File: src/design/radio_fifo_consts.vh
// register map, field positions, reset values and state codes of the block
`ifndef RADIO_FIFO_CONSTS_VH
`define RADIO_FIFO_CONSTS_VH
// register addresses
`define A_INT_STATUS 8'h03
`define A_INT_ENABLE 8'h05
`define A_OP_MODE    8'h07
`define A_ACCESS_CTL 8'h30
`define A_HDR_CTL2   8'h33
`define A_PRE_LEN    8'h34
`define A_SYNC_FIRST 8'h36
`define A_SYNC_LAST  8'h39
`define A_TXHD_FIRST 8'h3A
`define A_TXHD_LAST  8'h3D
`define A_TX_LEN     8'h3E
`define A_RX_LEN     8'h4B
`define A_TX_AF      8'h7C
`define A_TX_AE      8'h7D
`define A_RX_AF      8'h7E
`define A_FIFO       8'h7F
`define A_FUNC_CTL2  8'h80
// reset values
`define RST_ACCESS   8'h8D
`define RST_HDR2     8'h22
`define RST_PRE      8'h08
`define RST_SYNC     32'h2DD40000
`define RST_TX_AF    6'h37
`define RST_TX_AE    6'h04
`define RST_RX_AF    6'h37
// operating mode bits
`define B_XTON       0
`define B_PLLON      1
`define B_RXON       2
`define B_TXON       3
// access control bits
`define B_ENPACRX    7
`define B_CRCDONLY   5
`define B_ENPACTX    3
`define B_ENCRC      2
// header control 2 bits
`define B_FIXPKLEN   3
// function control 2 bits
`define B_CLR_TX     0
`define B_CLR_RX     1
`define B_RXMPK      4
// status and enable bits
`define B_CRCERR     0
`define B_PKVALID    1
`define B_PKSENT     2
`define B_RXAF       4
`define B_TXAE       5
`define B_TXAF       6
// operating states
`define S_STANDBY    3'h0
`define S_READY      3'h1
`define S_TUNE       3'h2
`define S_TX         3'h3
`define S_RX         3'h4
// transmit sequencer states
`define T_IDLE       3'h0
`define T_PRE        3'h1
`define T_SYNC       3'h2
`define T_HDR        3'h3
`define T_LEN        3'h4
`define T_DATA       3'h5
`define T_CRC        3'h6
`define T_DONE       3'h7
// receive sequencer states
`define R_IDLE       3'h0
`define R_HDR        3'h1
`define R_LEN        3'h2
`define R_DATA       3'h3
`define R_CRC        3'h4
`define R_END        3'h5
// fifo geometry, preamble pattern and crc
`define FIFO_DEPTH   7'h40
`define PRE_BYTE     8'h55
`define CRC_INIT     16'hFFFF
`define CRC_POLY     16'h1021
`endif

File: src/design/byte_fifo.v
// 64-byte flip-flop fifo with clear, fill count and head output
`include "radio_fifo_consts.vh"
module byte_fifo (
  input  wire       clock,  // core clock
  input  wire       rstn,   // synchronous reset, active low
  input  wire       clr,    // hold empty while high
  input  wire       push,   // write din
  input  wire [7:0] din,    // byte in
  input  wire       pop,    // drop head
  output wire [7:0] dout,   // head byte
  output wire       full,   // no room
  output wire       empty,  // no data
  output reg  [6:0] count   // bytes held
);
  reg [7:0] mem [0:63];
  reg [5:0] wr_ptr;
  reg [5:0] rd_ptr;
  wire      do_push = push & ~full & ~clr;
  wire      do_pop  = pop & ~empty & ~clr;

  assign dout  = mem[rd_ptr];
  assign full  = (count == `FIFO_DEPTH);
  assign empty = (count == 7'h00);

  // storage needs no reset, only the pointers and count do
  always @(posedge clock) begin
    if (do_push) mem[wr_ptr] <= din;
  end

  // pointers and count; clear dominates any access
  always @(posedge clock) begin
    if (!rstn || clr) begin
      wr_ptr <= 6'h00;
      rd_ptr <= 6'h00;
      count  <= 7'h00;
    end else begin
      if (do_push) wr_ptr <= wr_ptr + 6'h01;
      if (do_pop) rd_ptr <= rd_ptr + 6'h01;
      if (do_push && !do_pop) count <= count + 7'h01;
      else if (do_pop && !do_push) count <= count - 7'h01;
    end
  end
endmodule // byte_fifo

File: src/design/radio_fifo_packet_handler.v
// fifo and packet handler core of the radio transceiver
//
// Contract
// [RULE1] separate 64-byte receive and transmit fifos
// [RULE2] writes to the fifo address push tx, reads there pop rx
// [RULE3] tx almost-full event when fill reaches six-bit threshold
// [RULE4] tx almost-empty event when fill drops below threshold while sending
// [RULE5] after packet sent, clear tx bit and fall to mode from other bits
// [RULE6] synthesizer bit set on tx entry returns to tune
// [RULE7] tx bit alone returns to ready, oscillator kept on
// [RULE8] host writes zero to operating mode to reach standby
// [RULE9] rx almost-full event on the interrupt pin; host then reads
// [RULE10] each fifo has its own clear bit, tx bit 0, rx bit 1
// [RULE11] enables gate only the pin; status bits always set
// [RULE12] with length set, send that many payload bytes then packet sent
// [RULE13] host re-enters tx to send remaining fifo bytes
// [RULE14] preamble is alternating bits starting with zero
// [RULE15] packet fields added automatically, tx and rx enabled apart
// [RULE16] rx handler off: raw bytes after sync go to the fifo
// [RULE17] handler off: no crc or header processing; tx still sends crc after the data when crc is enabled
// [RULE18] tx header and length fields come from registers
// [RULE19] rx fixed or variable length; multi-packet option stores fields
// [RULE20] crc covers data only or data plus header and length
// [RULE21] clear empties fifo, resets pointers and threshold state
// [RULE22] threshold events fire once per crossing
`include "radio_fifo_consts.vh"
module radio_fifo_packet_handler (
  input  wire       clock,           // 50 mhz core clock
  input  wire       rstn,            // synchronous reset, active low
  input  wire [7:0] reg_addr,        // register address
  input  wire       reg_wr,          // write strobe, one cycle
  input  wire       reg_rd,          // read strobe, one cycle
  input  wire [7:0] reg_wdata,       // write data
  output reg  [7:0] reg_rdata,       // read data, next cycle
  output wire [7:0] tx_byte,         // byte to modulator
  output wire       tx_valid,        // tx_byte is valid
  input  wire       tx_ready,        // modulator takes byte
  input  wire [7:0] rx_byte,         // byte from demodulator
  input  wire       rx_valid,        // rx_byte strobe
  input  wire       rx_frame,        // high after sync until frame end
  output reg        interrupt_out_n, // interrupt pin, active low
  output reg  [2:0] op_state         // current operating state
);
  // register file
  reg  [7:0]  int_status;
  reg  [7:0]  int_enable;
  reg  [7:0]  op_mode;
  reg  [7:0]  access_ctl;
  reg  [7:0]  hdr_ctl2;
  reg  [7:0]  pre_len;
  reg  [31:0] sync_word;
  reg  [31:0] tx_header;
  reg  [7:0]  tx_len;
  reg  [7:0]  rx_len;
  reg  [5:0]  tx_af_lvl;
  reg  [5:0]  tx_ae_lvl;
  reg  [5:0]  rx_af_lvl;
  reg  [7:0]  func_ctl2;
  // sequencers
  reg  [2:0]  t_state;
  reg  [8:0]  cnt;
  reg  [15:0] tcrc;
  reg  [2:0]  t_next;
  reg  [8:0]  t_len;
  reg  [7:0]  t_byte;
  reg  [2:0]  r_state;
  reg  [8:0]  rcnt;
  reg  [15:0] rcrc;
  reg  [2:0]  r_next;
  reg  [8:0]  r_len;
  reg         tx_af_q;
  reg         tx_ae_q;
  reg         rx_af_q;
  wire [7:0]  tx_dout;
  wire [7:0]  rx_dout;
  wire [6:0]  tx_count;
  wire [6:0]  rx_count;
  wire        tx_full;
  wire        tx_empty;
  wire        rx_full;
  wire        rx_empty;
  wire        buf_ready;
  wire        tx_pop;
  wire        pk_sent;
  wire        rx_push;

  // crc-16 over one byte, msb first
  function [15:0] crc16;
    input [15:0] c;
    input [7:0]  d;
    integer      i;
    reg   [15:0] r;
    begin
      r = c;
      for (i = 7; i >= 0; i = i - 1) begin
        if (r[15] ^ d[i]) r = {r[14:0], 1'b0} ^ `CRC_POLY;
        else r = {r[14:0], 1'b0};
      end
      crc16 = r;
    end
  endfunction

  // decoded controls
  wire       fifo_wr   = reg_wr & (reg_addr == `A_FIFO);
  wire       fifo_rd   = reg_rd & (reg_addr == `A_FIFO);
  wire       clr_tx    = func_ctl2[`B_CLR_TX];
  wire       clr_rx    = func_ctl2[`B_CLR_RX];
  wire       ph_tx     = access_ctl[`B_ENPACTX];
  wire       ph_rx     = access_ctl[`B_ENPACRX];
  wire       crc_on    = access_ctl[`B_ENCRC];
  wire       crc_donly = access_ctl[`B_CRCDONLY];
  wire       fix_len   = hdr_ctl2[`B_FIXPKLEN];
  wire       multi     = func_ctl2[`B_RXMPK];
  wire [2:0] hd_n      = hdr_ctl2[6] ? 3'h4 : hdr_ctl2[6:4];
  wire [8:0] pre_nib   = {hdr_ctl2[0], pre_len};
  wire [9:0] pre_sum   = {1'b0, pre_nib} + 10'h001;
  wire [8:0] pre_bytes = pre_sum[9:1];
  wire [8:0] sync_n    = {7'h00, hdr_ctl2[2:1]} + 9'h001;
  // byte lane of a 32-bit field, first address is the top byte
  wire [1:0] widx      = reg_addr[1:0] + 2'h2;
  wire [4:0] w_sel     = 5'h18 - {widx, 3'h0};
  wire [4:0] t_sel     = 5'h18 - {cnt[1:0], 3'h0};
  wire       in_sync   = (reg_addr >= `A_SYNC_FIRST) &&
                         (reg_addr <= `A_SYNC_LAST);
  wire       in_txhd   = (reg_addr >= `A_TXHD_FIRST) &&
                         (reg_addr <= `A_TXHD_LAST);

  // [RULE1] two fifos
  // [RULE2] shared access address
  // [RULE10] separate clears
  byte_fifo tx_fifo (
    .clock (clock),
    .rstn  (rstn),
    .clr   (clr_tx),
    .push  (fifo_wr),
    .din   (reg_wdata),
    .pop   (tx_pop),
    .dout  (tx_dout),
    .full  (tx_full),
    .empty (tx_empty),
    .count (tx_count)
  );
  byte_fifo rx_fifo (
    .clock (clock),
    .rstn  (rstn),
    .clr   (clr_rx),
    .push  (rx_push),
    .din   (rx_byte),
    .pop   (fifo_rd),
    .dout  (rx_dout),
    .full  (rx_full),
    .empty (rx_empty),
    .count (rx_count)
  );

  // plain configuration writes
  always @(posedge clock) begin
    if (!rstn) begin
      int_enable <= 8'h00;
      access_ctl <= `RST_ACCESS;
      hdr_ctl2   <= `RST_HDR2;
      pre_len    <= `RST_PRE;
      sync_word  <= `RST_SYNC;
      tx_header  <= 32'h00000000;
      tx_len     <= 8'h00;
      tx_af_lvl  <= `RST_TX_AF;
      tx_ae_lvl  <= `RST_TX_AE;
      rx_af_lvl  <= `RST_RX_AF;
      func_ctl2  <= 8'h00;
    end else if (reg_wr) begin
      case (reg_addr)
        `A_INT_ENABLE: int_enable <= reg_wdata;
        `A_ACCESS_CTL: access_ctl <= reg_wdata;
        `A_HDR_CTL2:   hdr_ctl2   <= reg_wdata;
        `A_PRE_LEN:    pre_len    <= reg_wdata;
        `A_TX_LEN:     tx_len     <= reg_wdata;
        `A_TX_AF:      tx_af_lvl  <= reg_wdata[5:0];
        `A_TX_AE:      tx_ae_lvl  <= reg_wdata[5:0];
        `A_RX_AF:      rx_af_lvl  <= reg_wdata[5:0];
        `A_FUNC_CTL2:  func_ctl2  <= reg_wdata;
        default: ;
      endcase
      if (in_sync) sync_word[w_sel +: 8] <= reg_wdata;
      // [RULE18] header from registers
      if (in_txhd) tx_header[w_sel +: 8] <= reg_wdata;
    end
  end

  // [RULE5] packet sent ends transmit
  // [RULE6] synthesizer bit selects tune
  // [RULE7] otherwise ready, never standby
  // [RULE13] only a new write re-enters transmit
  always @(posedge clock) begin
    if (!rstn) begin
      op_mode  <= 8'h00;
      op_state <= `S_STANDBY;
    end else if (reg_wr && reg_addr == `A_OP_MODE) begin
      op_mode  <= reg_wdata;
      op_state <= reg_wdata[`B_TXON]  ? `S_TX :
                  reg_wdata[`B_RXON]  ? `S_RX :
                  reg_wdata[`B_PLLON] ? `S_TUNE :
                  reg_wdata[`B_XTON]  ? `S_READY : `S_STANDBY;
    end else if (pk_sent) begin
      op_mode[`B_TXON] <= 1'b0;
      op_state <= op_mode[`B_PLLON] ? `S_TUNE : `S_READY;
    end
  end

  // transmit field table: each state has a length and a byte source
  always @* begin
    t_len  = 9'h000;
    t_byte = `PRE_BYTE;
    t_next = `T_DONE;
    case (t_state)
      // [RULE14] alternating preamble, zero first
      `T_PRE: begin
        t_len  = pre_bytes;
        t_next = `T_SYNC;
      end
      // [RULE15] fields added when enabled
      `T_SYNC: begin
        t_len  = sync_n;
        t_byte = sync_word[t_sel +: 8];
        t_next = ph_tx ? `T_HDR : `T_DATA;
      end
      `T_HDR: begin
        t_len  = {6'h00, hd_n};
        t_byte = tx_header[t_sel +: 8];
        t_next = fix_len ? `T_DATA : `T_LEN;
      end
      `T_LEN: begin
        t_len  = 9'h001;
        t_byte = tx_len;
        t_next = `T_DATA;
      end
      // [RULE12] exact payload count
      `T_DATA: begin
        t_len  = {1'b0, tx_len};
        t_byte = tx_dout;
        t_next = crc_on ? `T_CRC : `T_DONE;
      end
      `T_CRC: begin
        t_len  = 9'h002;
        t_byte = cnt[0] ? tcrc[7:0] : tcrc[15:8];
        t_next = `T_DONE;
      end
      default: t_next = `T_DONE;
    endcase
  end

  // [RULE17] without handler, send fifo until empty, then crc if enabled
  wire t_raw   = (t_state == `T_DATA) & ~ph_tx;
  wire t_end   = t_raw ? tx_empty : (cnt == t_len);
  wire t_busy  = (t_state != `T_IDLE) & (t_state != `T_DONE);
  wire t_valid = t_busy & ~t_end & ~((t_state == `T_DATA) & tx_empty);
  wire t_go    = t_valid & buf_ready;
  assign tx_pop  = t_go & (t_state == `T_DATA);
  assign pk_sent = (t_state == `T_DONE);
  // [RULE20] crc coverage choice
  wire t_cover = (t_state == `T_DATA) | (~crc_donly &
                 ((t_state == `T_HDR) | (t_state == `T_LEN)));

  // transmit sequencer; with the tx handler on, an empty fifo mid-payload simply waits
  always @(posedge clock) begin
    if (!rstn) begin
      t_state <= `T_IDLE;
      cnt     <= 9'h000;
      tcrc    <= `CRC_INIT;
    end else begin
      case (t_state)
        `T_IDLE: begin
          if (op_state == `S_TX) t_state <= `T_PRE;
          cnt  <= 9'h000;
          tcrc <= `CRC_INIT;
        end
        `T_DONE: t_state <= `T_IDLE;
        default: begin
          if (t_end) begin
            t_state <= t_next;
            cnt     <= 9'h000;
          end else if (t_go) begin
            cnt <= cnt + 9'h001;
          end
          if (t_go && t_cover) tcrc <= crc16(tcrc, t_byte);
        end
      endcase
    end
  end

  // buffer lets the modulator stall without losing a byte
  two_entry_buffer tx_buf (
    .clock     (clock),
    .rstn      (rstn),
    .in_valid  (t_valid),
    .in_ready  (buf_ready),
    .in_data   (t_byte),
    .out_valid (tx_valid),
    .out_ready (tx_ready),
    .out_data  (tx_byte)
  );

  // receive field table
  always @* begin
    r_len  = 9'h000;
    r_next = `R_END;
    case (r_state)
      `R_HDR: begin
        r_len  = {6'h00, hd_n};
        r_next = fix_len ? `R_DATA : `R_LEN;
      end
      `R_LEN: begin
        r_len  = 9'h001;
        r_next = `R_DATA;
      end
      `R_DATA: begin
        r_len  = {1'b0, rx_len};
        r_next = crc_on ? `R_CRC : `R_END;
      end
      `R_CRC: begin
        r_len  = 9'h002;
        r_next = `R_END;
      end
      default: r_next = `R_END;
    endcase
  end

  wire r_act   = (op_state == `S_RX) & rx_frame;
  wire r_go    = r_act & rx_valid;
  wire r_field = (r_state == `R_HDR) | (r_state == `R_LEN);
  // [RULE16] raw mode never ends a field, every byte is stored
  wire r_raw   = (r_state == `R_DATA) & ~ph_rx;
  wire r_end   = r_act & ~r_raw & (r_state != `R_IDLE) &
                 (r_state != `R_END) & (rcnt == r_len);
  // [RULE19] multi-packet keeps header and length bytes too
  assign rx_push = r_go & ~r_end & ~clr_rx &
                 ((r_state == `R_DATA) | (r_field & multi));
  wire r_cover = (r_state == `R_DATA) | (r_state == `R_CRC) |
                 (r_field & ~crc_donly);
  // crc over data and the sent crc leaves a zero remainder
  wire ev_valid = r_end & (((r_state == `R_DATA) & ~crc_on) |
                  ((r_state == `R_CRC) & (rcrc == 16'h0000)));
  wire ev_crc   = r_end & (r_state == `R_CRC) & (rcrc != 16'h0000);

  // receive sequencer; a dropped frame aborts to idle
  always @(posedge clock) begin
    if (!rstn) begin
      r_state <= `R_IDLE;
      rcnt    <= 9'h000;
      rcrc    <= `CRC_INIT;
      rx_len  <= 8'h00;
    end else if (!r_act) begin
      r_state <= `R_IDLE;
    end else begin
      case (r_state)
        `R_IDLE: begin
          rcnt <= 9'h000;
          rcrc <= `CRC_INIT;
          if (fix_len) rx_len <= tx_len;
          if (!ph_rx) r_state <= `R_DATA;
          else if (hd_n != 3'h0) r_state <= `R_HDR;
          else r_state <= fix_len ? `R_DATA : `R_LEN;
        end
        `R_END: r_state <= `R_END;
        default: begin
          if (r_end) begin
            r_state <= r_next;
            rcnt    <= 9'h000;
          end else if (r_go) begin
            rcnt <= rcnt + 9'h001;
            if (r_state == `R_LEN) rx_len <= rx_byte;
            if (r_cover) rcrc <= crc16(rcrc, rx_byte);
          end
        end
      endcase
    end
  end

  // [RULE3] tx almost full
  // [RULE4] tx almost empty
  // [RULE9] rx almost full
  wire tx_af_c = (tx_count >= {1'b0, tx_af_lvl});
  wire tx_ae_c = (tx_count <  {1'b0, tx_ae_lvl});
  wire rx_af_c = (rx_count >= {1'b0, rx_af_lvl});
  wire ev_txaf = tx_af_c & ~tx_af_q & ~clr_tx;
  wire ev_txae = tx_ae_c & ~tx_ae_q & ~clr_tx & t_busy;
  wire ev_rxaf = rx_af_c & ~rx_af_q & ~clr_rx;

  // [RULE22] edge flags fire once per crossing
  // [RULE21] clear drops threshold state
  always @(posedge clock) begin
    if (!rstn) begin
      tx_af_q <= 1'b0;
      tx_ae_q <= 1'b0;
      rx_af_q <= 1'b0;
    end else begin
      tx_af_q <= tx_af_c & ~clr_tx;
      tx_ae_q <= tx_ae_c & ~clr_tx & t_busy;
      rx_af_q <= rx_af_c & ~clr_rx;
    end
  end

  wire [7:0] ev = {1'b0, ev_txaf, ev_txae, ev_rxaf, 1'b0,
                   pk_sent, ev_valid, ev_crc};
  wire       st_rd = reg_rd & (reg_addr == `A_INT_STATUS);
  wire [7:0] next_status = (int_status & {8{~st_rd}}) | ev;

  // [RULE11] status always latches; enable only gates the pin
  // read clears, but an event in that same cycle survives
  always @(posedge clock) begin
    if (!rstn) begin
      int_status      <= 8'h00;
      interrupt_out_n <= 1'b1;
    end else begin
      int_status      <= next_status;
      interrupt_out_n <= ~|(next_status & int_enable);
    end
  end

  // register read mux; the fifo address returns the rx head
  always @(posedge clock) begin
    if (!rstn) begin
      reg_rdata <= 8'h00;
    end else if (reg_rd) begin
      case (reg_addr)
        `A_INT_STATUS: reg_rdata <= int_status;
        `A_INT_ENABLE: reg_rdata <= int_enable;
        `A_OP_MODE:    reg_rdata <= op_mode;
        `A_ACCESS_CTL: reg_rdata <= access_ctl;
        `A_HDR_CTL2:   reg_rdata <= hdr_ctl2;
        `A_PRE_LEN:    reg_rdata <= pre_len;
        `A_TX_LEN:     reg_rdata <= tx_len;
        `A_RX_LEN:     reg_rdata <= rx_len;
        `A_TX_AF:      reg_rdata <= {2'h0, tx_af_lvl};
        `A_TX_AE:      reg_rdata <= {2'h0, tx_ae_lvl};
        `A_RX_AF:      reg_rdata <= {2'h0, rx_af_lvl};
        `A_FUNC_CTL2:  reg_rdata <= func_ctl2;
        `A_FIFO:       reg_rdata <= rx_empty ? 8'h00 : rx_dout;
        default: begin
          if (in_sync) reg_rdata <= sync_word[w_sel +: 8];
          else if (in_txhd) reg_rdata <= tx_header[w_sel +: 8];
          else reg_rdata <= 8'h00;
        end
      endcase
    end
  end
endmodule // radio_fifo_packet_handler

File: src/design/two_entry_buffer.v
// two-entry valid/ready buffer with registered outputs
module two_entry_buffer (
  input  wire       clock,      // core clock
  input  wire       rstn,       // synchronous reset, active low
  input  wire       in_valid,   // producer has a byte
  output wire       in_ready,   // room for a byte
  input  wire [7:0] in_data,    // producer byte
  output reg        out_valid,  // byte on out_data
  input  wire       out_ready,  // consumer takes it
  output reg  [7:0] out_data    // head byte
);
  reg [7:0] spare;
  reg       spare_valid;

  // ready depends on flops only, so no combinational path through
  assign in_ready = ~spare_valid;

  // head moves when empty or taken; spare catches a stalled arrival
  always @(posedge clock) begin
    if (!rstn) begin
      out_valid   <= 1'b0;
      out_data    <= 8'h00;
      spare       <= 8'h00;
      spare_valid <= 1'b0;
    end else if (out_ready || !out_valid) begin
      if (spare_valid) begin
        out_data    <= spare;
        out_valid   <= 1'b1;
        spare_valid <= 1'b0;
      end else begin
        out_valid <= in_valid;
        out_data  <= in_data;
      end
    end else if (in_valid && !spare_valid) begin
      spare       <= in_data;
      spare_valid <= 1'b1;
    end
  end
endmodule // two_entry_buffer

File: config.mk
export PLATFORM = sky130hd
export DESIGN_NAME = radio_fifo_packet_handler
export DESIGN_NICKNAME = d
export VERILOG_FILES = /design/src/design/byte_fifo.v /design/src/design/radio_fifo_packet_handler.v /design/src/design/two_entry_buffer.v
export VERILOG_INCLUDE_DIRS = /design/src /design/src/design
export SDC_FILE = /design/constraint.sdc
export NUM_CORES = 2
export LEC_CHECK = 0
export BUFFER_PORTS_ARGS = -buffer_cell sky130_fd_sc_hd__buf_2
export CAP_MARGIN = 20
export CORE_ASPECT_RATIO = 1.1
export CORE_UTILIZATION = 50
export DETAILED_ROUTE_END_ITERATION = 8
export PLACE_DENSITY = 0.65
export SLEW_MARGIN = 20
export SYNTH_ARGS = -nofsm -noshare
export SYNTH_HDL_FRONTEND = slang
export SYNTH_SLANG_ARGS = --single-unit
File: constraint.sdc
create_clock -name clock -period 6.3 [get_ports clock]
set_input_delay 0.315 -clock clock [delete_from_list [all_inputs] [get_ports clock]]
set_output_delay 0.315 -clock clock [all_outputs]
set_load 0.1 [all_outputs]
==> reports/metrics.csv <==
stage,metric,value,unit
outcome,status,"complete, but fails checks",
outcome,failing checks,hold timing,
critical_path,CP Cell Sequence,clkinv_1 > nor2_1 > a22oi_1 > xnor2_1 > a2111oi_0 > nand4_1 > buf_4 > nand4_1 > or2_2 > ha_1 > inv_1 > fa_1 > a21o_1 > a21oi_1 > o21bai_1 > a21oi_1 > xnor2_1 > or3_1 > a21oi_1,
detailed_routing,DR vias/cell,6.187,
hold_path,HP Class,primary input to register,
synthesis,Yosys top cell by area,edfxtp_1,
global_route,pin count of the biggest net entering global routing,93,
die,Die Ht,351.1,um
clock_network,Root Buffer Master,clkbuf_16,
detailed_routing,drt first-iter violations,3563,
detailed_routing,DR pass1 iterations,6,
die,Die X,319.4,um
global_route,met3 Use GR,4.289,%
die,die area,0.1121,mm^2
critical_path,crit path DAT,6.04,ns
sta,fin crit period,5.354,ns
sta,Setup TNS,0,ns
global_route,met1 usage,34.43,%
power_and_ir_drop,switch share,22.72,%
synthesis,synth top area cells,"edfxtp_1 55%, mux4_2 13%, dfxtp_1 11%",
critical_path,CP Class,register to register,
power_and_ir_drop,clock network power share,44.1,%
die,Rows,127,
synthesis,dominant cell by count in the synthesized netlist,edfxtp_1,
critical_path,crit end category,register,
synthesis,YS warnings,0,
power_and_ir_drop,combinational share of power,5.4,%
global_route,grt peak-use layer,met2,
sta,Max Slew Vio Count,0,
synthesis,syn_area_per_cell,15.20,um^2
clock_network,CTS tree,yes,
critical_path,worst-path fanout max,22,
synthesis,post-synthesis sequential area ratio,66.09,%
critical_path,CP top delay family,compound AO/OA/AOI/OAI gates,
placement,dpl cells,4934,
critical_path,Crit path required time,6.98,ns
sta,post-route clock skew,0.03241,ns
detailed_routing,Remaining DRCs,0,
sta,Fin. Hold Viols,5,
global_route,first-pass GRT wire length,205500,um
synthesis,Mapped Area,0.05541,mm^2
placement,PortBufs,51,
detailed_routing,Routed WL,138100,um
clock_network,Setup Buffers After CTS,0,
clock_network,number of CTS-inserted buffers,137,
power_and_ir_drop,Switching Power,4.243,mW
synthesis,number of flops mapped to enable cells by yosys,1024,
critical_path,Worst path max stage delay,0.75,ns
synthesis,predominant post-synthesis flop cell,edfxtp_1,
cells_and_area,final cell count without fillers,5191,
sta,Rel. slew slack,27.06,%
sta,Fmax,0.1868,GHz
sta,Final setup viols,0,
clock_network,clock buffer depth,3,
power_and_ir_drop,sequential share of power,50.4,%
detailed_routing,wire length per cell,26.61,um
detailed_routing,via count,32120,
clock_network,clock sink count,1317,
power_and_ir_drop,P_int,14.43,mW
critical_path,crit start category,register,
synthesis,area share of the largest cell type after synthesis,55.50,%
sta,RSZ-0062 raised after global routing,false,
placement,Final GP Congestion,0.8681,
die,Starting Density,50.61,%
sta,Hold Slack,-0.009281,ns
die,Placeable Area,0.1095,mm^2
sta,Worst Tran Pin Value,1.094,ns
clock_network,hold buffers post-CTS,3,
power_and_ir_drop,Leak,19.69,nW
synthesis,fraction of registers with async set/reset,0,%
critical_path,CP bufs+invs,3,
cells_and_area,share of cells above drive strength 1,18.12,%
synthesis,#FFs+latches synth,1317,
power_and_ir_drop,pwr dens,303.2,mW/mm^2
power_and_ir_drop,Worst VDD drop,0.2477,mV
critical_path,most frequent CP cell,a21oi_1,
flow_run,max cap viols,0,
synthesis,Post-synth top cells,"1,024 x edfxtp_1, 378 x nor2_1, 319 x mux4_2",
placement,HPWL Detailed,85740,um
detailed_routing,Final ANT Viol Nets,0,
clock_network,worst skew pair latency,0.78,ns
global_route,total grt overflow,0,
synthesis,synth unique cells,86,
sta,period utilisation layout,84.98,%
synthesis,post-synth net total,3722,
global_route,grt met2 use,39.86,%
clock_network,clock slew seen by the registers of the worst setup and hold paths,0.06,ns
global_route,initial antenna violation count,1,
cells_and_area,Synth-to-Final Area Change,11.15,%
cells_and_area,nets@finish,3735,
critical_path,"Max stage delay cell, worst path",dfxtp_1,
global_route,GRT Total Usage,24.72,%
synthesis,Syn Inst Count,3645,
clock_network,CTS resizes,0,
clock_network,htree depth,4,
die,IO Pins,52,
global_route,vias in the first global route,31540,
-- sequential cells by signal, summed over array words and instances, names as in the netlist, 9 cells and up, named ones only --
name         cells
tx_fifo.mem    512
tx_header       32
rx_fifo.mem    512
rcnt             9
sync_word       32
cnt              9
rcrc            16
tcrc            16
-- through the flow --
| step | power (mW) | hold slack [ns] | util (%) | area (um^2) | worst slack [ns] |
|---|---|---|---|---|---|
| 4_1_cts | 18.76 | 0.04955 | 56.22 | 61550 | 0.9932 |
| 3_3_place_gp | 10.59 | 0.4371 | 52.00 | 56930 | 1.097 |
| 5_1_grt | 19.15 | 0.005817 | 56.24 | 61580 | 0.5122 |
| 6_report | 18.67 | -0.009281 | 56.25 | 61580 | 0.9462 |
| 3_5_place_dp | 10.60 | 0.4438 | 52.01 | 56940 | 1.059 |
| 2_1_floorplan | 10.24 | 0.4139 | - | 55410 | 1.933 |
-- routing by layer --
| metal | wire, um | up-vias |
|---|---|---|
| li1 | - | 14190 |
| met1 | 58160 | 16470 |
| met2 | 66390 | 1218 |
| met3 | 9786 | 232 |
| met4 | 3782 | 0 |
| met5 | 0 | - |
-- logic make-up after synthesis --
kind of cell	after synthesis	synth area share, %
AOI/OAI and AO/OA	485	5.741
xor gates and xnor gates	88	1.445
adders and majority gates	46	1.066
buffers and inverters	289	2.261
DFF	1317	66.09
muxes	444	15.31
and+or+nand+nor	976	8.096
-- final timing paths --
kind / from / endpoint / slack (ns) / depth (start not counted)
min: tx_ready / tx_buf.out_data[3] / -0.009 / 4
max: t_state[2] / tx_fifo.count[6] / 0.95 / 19
max reg2reg: t_state[2] / tx_fifo.count[6] / 0.95 / 19
min reg2reg: tx_buf.out_data[7] / tx_buf.out_data[7] / 0.45 / 2
-- worst min-delay path, stage by stage --
cell     delay, ns
buf_2         0.09
nor2b_2       0.14
nand2_1       0.11
a21oi_1       0.05
-- power groups by stage --
stage | clock network, mW | logic (mW) | registers (mW)
6_report | 8.24 | 1.01 | 9.42
5_1_grt | 8.66 | 1.08 | 9.42
4_1_cts | 8.34 | 1.00 | 9.42
3_5_place_dp | 0 | 0.994 | 9.60
3_3_place_gp | 0 | 0.983 | 9.60
2_1_floorplan | 0 | 0.559 | 9.68
-- area by class of cell --
cell class	count	area, um^2
Sequential cell	1317	36630
Antenna cell	2	5.005
Timing Repair Buffer	113	822.0
Multi-Input combinational cell	2039	17580
Tap cell	1419	1775
Clock buffer	180	3747
Inverter	50	190.2
Fill cell	8515	47900
Clock inverter	71	833.3
-- cells in the final DEF (no fill, tap or decap), types with 23 or more instances in the layout --
cell,n
clkbuf_16,143
a211oi_1,29
o21ai_0,65
o211ai_1,29
dfxtp_1,286
a22oi_1,28
nand2b_1,25
a21oi_1,179
nor2_1,377
and3_1,24
nand3_1,110
nor3_1,37
edfxtp_1,1024
xor2_1,37
clkinv_2,24
inv_1,48
buf_2,48
nand2_1,254
nand3b_1,23
ha_1,44
buf_4,54
xnor2_1,47
clkbuf_1,34
mux2i_1,113
mux4_2,319
Power figures use the tool's default switching activity.
